[src/include/fblr_pkg.sv]
// constants shared by the block lock and reset logic
package fblr_pkg;
  // ----------------------------------------------------------------
  // instruction codes
  // ----------------------------------------------------------------
  localparam logic [7:0] OP_READ_LOCK = 8'h3D;
  localparam logic [7:0] OP_GLOBAL_LOCK = 8'h7E;
  localparam logic [7:0] OP_GLOBAL_UNLOCK = 8'h98;
  localparam logic [7:0] OP_RESET_ENABLE = 8'h66;
  localparam logic [7:0] OP_RESET = 8'h99;
  // ----------------------------------------------------------------
  // frame layout
  // ----------------------------------------------------------------
  localparam logic [2:0] BIT_LAST = 3'h7;
  localparam logic [2:0] BYTE_OPCODE = 3'h0;
  localparam logic [2:0] BYTE_ADDR_LAST = 3'h3;
  localparam logic [2:0] BYTE_SAT = 3'h7;
  localparam logic [2:0] BYTES_OPCODE_ONLY = 3'h1;
  localparam int ADDR_W = 24;
  // ----------------------------------------------------------------
  // lock storage: one bit per region, region from the top address bits
  // ----------------------------------------------------------------
  localparam int LOCK_IDX_W = 4;
  localparam int LOCK_COUNT = 16;
  localparam int LOCK_IDX_LSB = ADDR_W - LOCK_IDX_W;
  localparam logic [LOCK_COUNT-1:0] LOCK_ALL_SET = 16'hFFFF;
  localparam logic [LOCK_COUNT-1:0] LOCK_ALL_CLR = 16'h0000;
  localparam logic [2:0] BP_ALL = 3'h5;
  // ----------------------------------------------------------------
  // timing
  // ----------------------------------------------------------------
  localparam int CLK_MHZ = 200;
  localparam int T_RST_RECOVERY_US = 30;
  localparam int RST_RECOVERY_CYC = T_RST_RECOVERY_US * CLK_MHZ;
  localparam int RECOV_W = 16;
endpackage : fblr_pkg

[src/include/fblr_spi_if.sv]
// byte-level carrier between the serial front end and the command core
`timescale 1ns/1ps
interface fblr_spi_if;
  logic byte_stb;
  logic [7:0] byte_val;
  logic [2:0] byte_num;
  logic fall_stb;
  logic end_stb;
  logic end_clean;
  logic [2:0] end_bytes;
  modport fe (
    output byte_stb, byte_val, byte_num, fall_stb, end_stb, end_clean, end_bytes
  );
  modport core (
    input byte_stb, byte_val, byte_num, fall_stb, end_stb, end_clean, end_bytes
  );
endinterface : fblr_spi_if

[src/design/fblr_spi_rx.sv]
// serial front end: clock edge detection and byte assembly
`timescale 1ns/1ps
module fblr_spi_rx (
  // clock and reset
  input wire logic clk_sys,
  input wire logic reset_n,
  // serial pins
  input wire logic cs_n,
  input wire logic sck,
  input wire logic serial_data_in,
  // to the core
  fblr_spi_if.fe link
);
  logic sck_q;
  logic cs_n_q;
  logic [6:0] shift_q;
  logic [2:0] bit_q;
  logic [2:0] num_q;
  logic byte_stb_q;
  logic [7:0] byte_val_q;
  logic [2:0] byte_num_q;
  logic fall_q;
  logic end_q;
  logic end_clean_q;
  logic [2:0] end_bytes_q;

  wire sck_rise = !cs_n && !sck_q && sck;
  wire sck_fall = !cs_n && sck_q && !sck;
  wire cs_rise = cs_n && !cs_n_q;
  wire byte_done = sck_rise && (bit_q == fblr_pkg::BIT_LAST);

  always_ff @(posedge clk_sys or negedge reset_n) begin
    if (!reset_n) begin
      sck_q <= 1'b0;
      cs_n_q <= 1'b1;
      shift_q <= 7'h00;
      bit_q <= 3'h0;
      num_q <= 3'h0;
    end else begin
      sck_q <= sck;
      cs_n_q <= cs_n;
      if (cs_n) begin
        bit_q <= 3'h0;
        num_q <= 3'h0;
      end else if (sck_rise) begin
        shift_q <= {shift_q[5:0], serial_data_in};
        bit_q <= bit_q + 3'h1;
        if (byte_done && num_q != fblr_pkg::BYTE_SAT) begin
          num_q <= num_q + 3'h1;
        end
      end
    end
  end

  always_ff @(posedge clk_sys or negedge reset_n) begin
    if (!reset_n) begin
      byte_stb_q <= 1'b0;
      byte_val_q <= 8'h00;
      byte_num_q <= 3'h0;
      fall_q <= 1'b0;
      end_q <= 1'b0;
      end_clean_q <= 1'b0;
      end_bytes_q <= 3'h0;
    end else begin
      byte_stb_q <= byte_done;
      if (byte_done) begin
        byte_val_q <= {shift_q, serial_data_in};
        byte_num_q <= num_q;
      end
      fall_q <= sck_fall;
      end_q <= cs_rise;
      end_clean_q <= (bit_q == 3'h0);
      end_bytes_q <= num_q;
    end
  end

  assign link.byte_stb = byte_stb_q;
  assign link.byte_val = byte_val_q;
  assign link.byte_num = byte_num_q;
  assign link.fall_stb = fall_q;
  assign link.end_stb = end_q;
  assign link.end_clean = end_clean_q;
  assign link.end_bytes = end_bytes_q;
endmodule : fblr_spi_rx

[src/design/fblr_lock_reset.sv]
// block lock bits, global lock commands and two-step software reset
`timescale 1ns/1ps
// What this block does
// - lock bits set the array protection only while protect_scheme_select is 1.
// - with scheme select 0, protection comes from complement, granularity, top/bottom, field.
// - lock bits are volatile and all become 1 at reset.
// - lock value goes out on falling clock edges, most significant bit first.
// - returned least significant bit is 1 when locked, 0 when unlocked.
// - opcode 7Eh alone in a frame sets all locks when write enable latch is 1.
// - opcode 98h alone in a frame clears all locks when write enable latch is 1.
// - reset happens only for 66h directly followed by 99h.
// - any instruction other than 99h or a repeated 66h after 66h cancels the reset enable.
// - accepted reset aborts work and returns volatile state to power-on values.
// - after a reset all commands are ignored for about 30 us.
module fblr_lock_reset #(
  parameter int RECOVERY_CYC = fblr_pkg::RST_RECOVERY_CYC
) (
  // clock and reset
  input wire logic clk_sys,
  input wire logic reset_n,
  // serial pins
  input wire logic cs_n,
  input wire logic sck,
  input wire logic serial_data_in,
  output logic sdo,
  output logic sdo_oe,
  // status bits held elsewhere
  input wire logic write_enable_latch,
  input wire logic protect_scheme_select,
  input wire logic protect_complement,
  input wire logic sector_granularity,
  input wire logic top_bottom_select,
  input wire logic [2:0] block_protect_field,
  // protection query from the array controller
  input wire logic [fblr_pkg::ADDR_W-1:0] query_addr,
  output logic query_protected,
  // reset and lock state
  output logic device_reset,
  output logic recovery_busy,
  output logic [fblr_pkg::LOCK_COUNT-1:0] lock_bits
);
  // ----------------------------------------------------------------
  // helpers
  // ----------------------------------------------------------------
  function automatic logic [fblr_pkg::LOCK_IDX_W-1:0] region_of(
    input logic [fblr_pkg::ADDR_W-1:0] a);
    region_of = a[fblr_pkg::ADDR_W-1:fblr_pkg::LOCK_IDX_LSB];
  endfunction : region_of

  // regions covered by the status field; granularity shrinks it to one region
  function automatic logic field_covers(input logic [fblr_pkg::LOCK_IDX_W-1:0] r,
    input logic [2:0] bp, input logic sec, input logic tb);
    logic [fblr_pkg::LOCK_IDX_W:0] span;
    logic [fblr_pkg::LOCK_IDX_W-1:0] pos;
    span = 5'h00;
    pos = tb ? r : ~r;
    if (bp >= fblr_pkg::BP_ALL) span = 5'h10;
    else if (bp != 3'h0) span = 5'h01 << (bp - 3'h1);
    if (sec && bp != 3'h0) span = 5'h01;
    field_covers = ({1'b0, pos} < span);
  endfunction : field_covers

  fblr_spi_if link ();

  fblr_spi_rx u_rx (
    .clk_sys(clk_sys),
    .reset_n(reset_n),
    .cs_n(cs_n),
    .sck(sck),
    .serial_data_in(serial_data_in),
    .link(link)
  );

  logic [7:0] opcode_q;
  logic [fblr_pkg::ADDR_W-1:0] addr_q;
  logic armed_q;
  logic reset_q;
  logic [fblr_pkg::RECOV_W-1:0] recov_q;
  logic busy_q;
  logic [fblr_pkg::LOCK_COUNT-1:0] lock_q;
  logic reading_q;
  logic [7:0] tx_q;
  logic sdo_q;
  logic oe_q;
  logic prot_q;

  // ----------------------------------------------------------------
  // command decode
  // ----------------------------------------------------------------
  wire opcode_in = link.byte_stb && link.byte_num == fblr_pkg::BYTE_OPCODE && !busy_q;
  wire reset_go = opcode_in && armed_q && link.byte_val == fblr_pkg::OP_RESET;
  wire lone_end = link.end_stb && link.end_clean && !busy_q
    && link.end_bytes == fblr_pkg::BYTES_OPCODE_ONLY;
  wire glock_go = lone_end && write_enable_latch && opcode_q == fblr_pkg::OP_GLOBAL_LOCK;
  wire gunlock_go = lone_end && write_enable_latch
    && opcode_q == fblr_pkg::OP_GLOBAL_UNLOCK;
  wire read_go = link.byte_stb && !busy_q && link.byte_num == fblr_pkg::BYTE_ADDR_LAST
    && opcode_q == fblr_pkg::OP_READ_LOCK;
  wire [fblr_pkg::ADDR_W-1:0] read_addr = {addr_q[15:0], link.byte_val};
  wire read_bit = lock_q[region_of(read_addr)];
  wire scheme_lock = lock_q[region_of(query_addr)];
  wire field_prot = field_covers(region_of(query_addr), block_protect_field,
    sector_granularity, top_bottom_select) ^ protect_complement;

  always_ff @(posedge clk_sys or negedge reset_n) begin
    if (!reset_n) begin
      opcode_q <= 8'h00;
      addr_q <= 24'h000000;
    end else if (link.byte_stb && !busy_q) begin
      if (link.byte_num == fblr_pkg::BYTE_OPCODE) opcode_q <= link.byte_val;
      else addr_q <= {addr_q[15:0], link.byte_val};
    end
  end

  // ----------------------------------------------------------------
  // reset enable, reset pulse and recovery window
  // ----------------------------------------------------------------
  always_ff @(posedge clk_sys or negedge reset_n) begin
    if (!reset_n) begin
      armed_q <= 1'b0;
      reset_q <= 1'b0;
    end else begin
      reset_q <= reset_go;
      if (opcode_in) armed_q <= (link.byte_val == fblr_pkg::OP_RESET_ENABLE);
    end
  end

  // commands during recovery are dropped, not queued
  always_ff @(posedge clk_sys or negedge reset_n) begin
    if (!reset_n) begin
      recov_q <= '0;
      busy_q <= 1'b0;
    end else if (reset_go) begin
      recov_q <= fblr_pkg::RECOV_W'(RECOVERY_CYC - 1);
      busy_q <= 1'b1;
    end else if (recov_q != '0) begin
      recov_q <= recov_q - 1'b1;
    end else begin
      busy_q <= 1'b0;
    end
  end

  // ----------------------------------------------------------------
  // lock bits
  // ----------------------------------------------------------------
  always_ff @(posedge clk_sys or negedge reset_n) begin
    if (!reset_n) lock_q <= fblr_pkg::LOCK_ALL_SET;
    else if (reset_go || glock_go) lock_q <= fblr_pkg::LOCK_ALL_SET;
    else if (gunlock_go) lock_q <= fblr_pkg::LOCK_ALL_CLR;
  end

  always_ff @(posedge clk_sys or negedge reset_n) begin
    if (!reset_n) prot_q <= 1'b1;
    else prot_q <= protect_scheme_select ? scheme_lock : field_prot;
  end

  // ----------------------------------------------------------------
  // lock read-out
  // ----------------------------------------------------------------
  // the byte rotates so clocks past the eighth repeat the same value
  always_ff @(posedge clk_sys or negedge reset_n) begin
    if (!reset_n) begin
      reading_q <= 1'b0;
      tx_q <= 8'h00;
      sdo_q <= 1'b0;
      oe_q <= 1'b0;
    end else if (link.end_stb || reset_go) begin
      reading_q <= 1'b0;
      oe_q <= 1'b0;
    end else if (read_go) begin
      reading_q <= 1'b1;
      tx_q <= {7'h00, read_bit};
    end else if (reading_q && link.fall_stb) begin
      sdo_q <= tx_q[7];
      tx_q <= {tx_q[6:0], tx_q[7]};
      oe_q <= 1'b1;
    end
  end

  assign sdo = sdo_q;
  assign sdo_oe = oe_q;
  assign query_protected = prot_q;
  assign device_reset = reset_q;
  assign recovery_busy = busy_q;
  assign lock_bits = lock_q;
endmodule : fblr_lock_reset

[config.mk]
export PLATFORM = sky130hd
export DESIGN_NAME = fblr_lock_reset
export DESIGN_NICKNAME = d
export VERILOG_FILES = /design/src/include/fblr_pkg.sv /design/src/include/fblr_spi_if.sv /design/src/design/fblr_spi_rx.sv /design/src/design/fblr_lock_reset.sv
export SDC_FILE = /design/constraint.sdc
export NUM_CORES = 1
export LEC_CHECK = 0
export ABC_AREA = 0
export BUFFER_PORTS_ARGS = -buffer_cell sky130_fd_sc_hd__buf_4
export CAP_MARGIN = 10
export CORE_MARGIN = 3
export CORE_UTILIZATION = 50
export CTS_CLUSTER_DIAMETER = 50
export DETAILED_ROUTE_END_ITERATION = 7
export PLACE_DENSITY = 0.75
export SLEW_MARGIN = 20
export SYNTH_ARGS = -nofsm -noshare
export SYNTH_HDL_FRONTEND = slang
export SYNTH_SLANG_ARGS = --single-unit
[constraint.sdc]
create_clock -name clk_sys -period 6.4 [get_ports clk_sys]
set_input_delay 0.64 -clock clk_sys [delete_from_list [all_inputs] [get_ports clk_sys]]
set_output_delay 0.64 -clock clk_sys [all_outputs]
set_load 0.1 [all_outputs]
==> results.md <==
| Parameter | This run |
|---|---|
| Run status | completed |
| Layout overhead on the synthesized area | 13.78% |
| Setup crit end | recov_q[10] |
| Clock latency on the worst-skew pair | 350 ps |
| Count of endpoints failing hold in the final timing report | 0 |
| Flop2flop setup slack | 4040 ps |
| Post-layout instance count excluding filler cells | 446 |
| Maximum level of the CTS H-tree | 3 |
| DR vias | 2531 |
| Clk buf depth | 2 |
| Initial Utilization | 52.56% |
| Cell with the most instances after synthesis | dfrtp_1 |
| DR DRC count | 0 |
| Ratio of routed vias to standard cells | 5.675 |
| Filler Cell Count | 567 |
| Path depth of the worst reg2reg path | 4 |
| Async set or reset register ratio after synthesis | 100.0% |
| Period Utilization, post-route | 36.84% |
| Arrival time of the worst setup path | 2620 ps |
| Maximum clock frequency | 424.1 MHz |
| Sequential fraction of the synthesis area | 50.15% |
| Number of placed instances, taps included | 430 |
| Highest net fanout along the worst path | 13 |
| Pwr/cell area | 236.2 mW/mm² |
| First-pass iteration count of the detailed router | 4 |
| Worst hold path class | input pin to asynchronous set/reset pin |
| Row Count | 30 |
| Clock sink count | 73 |
| Yosys synthesis warning count | 0 |
| Antenna viol nets, final | 0 |
| Measured slew at the worst slew-check pin | 1017 ps |
| Yosys top cell area share | 47.99% |
| Core region area | 0.006944 mm² |
| Maximum number of pins on one net before global-route repair | 74 |
| Port Buf Inserts | 37 |
| Post-cts hold buffer count | 0 |
| Largest stage delay, worst path | 840 ps |
| Sum Neg Setup Slack | 0 ps |
| Half-perimeter wire length after placement | 4.717 mm |
| Gate count after technology mapping | 319 |
| Slew Viols, Final | 0 |
| Total setup violations reported at the end of the flow | 0 |
| Cts repair resizes | 0 |
| Worst-path cell with the longest stage delay | nor3b_1 |
| EDFF count, synth | 0 |
| Die Ht | 91.44 µm |
| Cell taking the most area after synthesis | dfrtp_1 |
| R2R Path Start | u_rx.link.byte_val[1] |
| Yosys cell types | 50 |
| Antenna violations before repair | 0 |
| Antenna diodes | 0 |
| Vias in the first global route | 2486 |
| Number of max-cap violations | 0 |
| Total wire length after detailed routing | 6.826 mm |
| Clock tree from TritonCTS | done |
| Crit. End Element | register |
| Required time worst endpoint | 6670 ps |
| Chip Width | 91.44 µm |
| Most area-consuming cells after synthesis | dfrtp_1 (48%), mux2_2 (8.3%), ha_1 (3.4%), mux2i_1 (3.3%), buf_4 (3.1%) |
| Max-slew headroom | 32.04% |
| Critical path startpoint category | register |
| Wire length of the first global-routing pass | 11.95 mm |
| Inserted Clock Buffers | 9 |
| Post-Synthesis Mean Instance Area | 11.44 µm² |
| Proportion of layout cells with a drive suffix above 1 | 27.14% |
| DRC marker count from the first detailed-route iteration | 139 |
| RSZ-0062 raised after global routing | false |
| Cell at the root of the clock tree | clkbuf_8 |
| Ordered list of cells on the worst path | nor3b_1 -> and3_1 -> nand2_1 -> o211ai_1 |
| Wire length per cell after detailed routing | 15.30 µm |
| Syn Std Cell Area | 0.003650 mm² |
| Clock-pin slew reported for the worst setup and hold paths after clock tree synthesis | 80 ps |
| Boundary pin count | 58 |
| Layout Nets | 392 |
| Reg-to-Reg End | recov_q[10] |
| Grt total ovfl | 0 |
| Flip-flop and latch count after synthesis | 73 |
| Core Util, Final | 59.80% |
| Gr usage total | 17.69% |
| Final critical path time including I/O delays and setup | 2358 ps |
| Leak pwr | 1.963 nW |
| Classification of the worst setup path | register to register |
| Routability-driven placement congestion ratio | 0.7942 |
| Clock Skews | 6.415 ps |
| Critical Path Start | u_rx.link.byte_val[1] |
| Net count after synthesis | 366 |
| Dominant register cell in the synthesized netlist | dfrtp_1 |
| Max VDD drop | 0.1720 mV |
| Die footprint | 0.008360 mm² |
| Synth cell count leaders | dfrtp_1 (70), mux2_2 (27), a21oi_1 (15), buf_4 (15), nand2_1 (15) |
| Post-CTS Setup Inserts | 0 |
-- kinds of logic after synthesis --
family                     count (synthesis)  share of synthesized area, %
DFF                                       73                         50.15
buffers and inverters                     34                         5.108
muxes                                     39                         11.62
and+or+nand+nor                           99                         16.97
AOI/OAI and AO/OA                         59                         11.52
xor gates and xnor gates                   5                         1.200
adders and majority gates                 10                         3.428
-- worst max-delay path: cells and delay by family, from the launching register on --
family | cells | cell delay (ps)
simple gates | 3 | 1670
flops | 1 | 410
compound gates | 1 | 200
-- power by group --
group / switching, W / leakage, nW / internal (W) / total (W)
combinational: 0.0000328 / 0.859 / 0.0000324 / 0.0000652
clock: 0.000173 / 0.120 / 0.000243 / 0.000416
sequential: 0.0000155 / 0.984 / 0.000484 / 0.000499
-- sequential cells by signal, indices dropped and copies added, names as in the netlist, 3 cells and up --
signal / count
recov_q: 16
opcode_q: 8
tx_q: 8
u_rx.link.byte_val: 8
u_rx.shift_q: 7
u_rx.bit_q: 3
u_rx.link.byte_num: 3
u_rx.link.end_bytes: 3
u_rx.num_q: 3
-- per-stage QoR --
stage	worst slack (ps)	area (µm²)	total power, W	hold slack, ps
global route	3911	4153	0.001022	392.5
finish	4042	4153	0.0009808	406.5
detailed placement	3808	3910	0.0005745	413.7
CTS	4060	4148	0.0009923	399.0
floorplan	3776	3650	0.0005435	344.4
global placement	3838	3910	0.0005695	407.5
-- cells in the final DEF, fill, tap and decap left out, types with 2 or more instances in the layout --
master and instances:
nor4b_1 2, dfrtp_1 70, or4_1 5, or2_2 2, nand3_1 10, nand2b_1 2
and2_1 3, and3_1 3, dfstp_2 3, clkbuf_8 11, a22o_1 7, o211ai_1 3
o21ai_0 14, inv_1 11, nor3_1 4, nand2_1 15, mux2_2 27, and4_1 2
nor4_1 2, buf_4 38, xnor2_1 4, or4b_2 2, ha_1 10, nor2_1 9
mux2i_1 12, nor2b_1 9, nor4bb_1 5, a21boi_0 7, nand4_1 5, clkinv_4 2
nand4b_1 5, or3_1 3, bufinv_16 2, a21o_1 2, o31ai_1 3, a21oi_1 15
nor3b_1 5
-- area by class of cell --
cell class	instances	area, µm²	area share (%)
Clock buffer	11	151.4	3.646
Clock inverter	5	86.33	2.079
Inverter	11	41.29	0.9943
Multi-Input combinational cell	212	1638	39.44
Sequential cell	73	1831	44.08
Tap cell	96	120.1	2.892
Timing Repair Buffer	38	285.3	6.870
-- routing by layer --
metal,track usage [%],up-vias,share of wire (%)
met5,0,-,0
met2,27.27,54,48
met3,5.717,6,4.9
li1,-,1219,-
met1,23.48,1252,46
met4,6.030,0,0.70
-- worst min-delay path by stage --
stage             startpoint                endpoint  slack [ps]  depth (start not counted)
6_report             reset_n              recov_q[8]         410                          1
5_1_grt                  sck              u_rx.sck_q         390                          1
4_1_cts                  sck              u_rx.sck_q         400                          1
3_5_place_dp   u_rx.num_q[1]  u_rx.link.end_bytes[1]         410                          0
3_3_place_gp   u_rx.num_q[1]  u_rx.link.end_bytes[1]         410                          0
2_1_floorplan        reset_n                 armed_q         340                          0
Power figures use the tool's default switching activity.
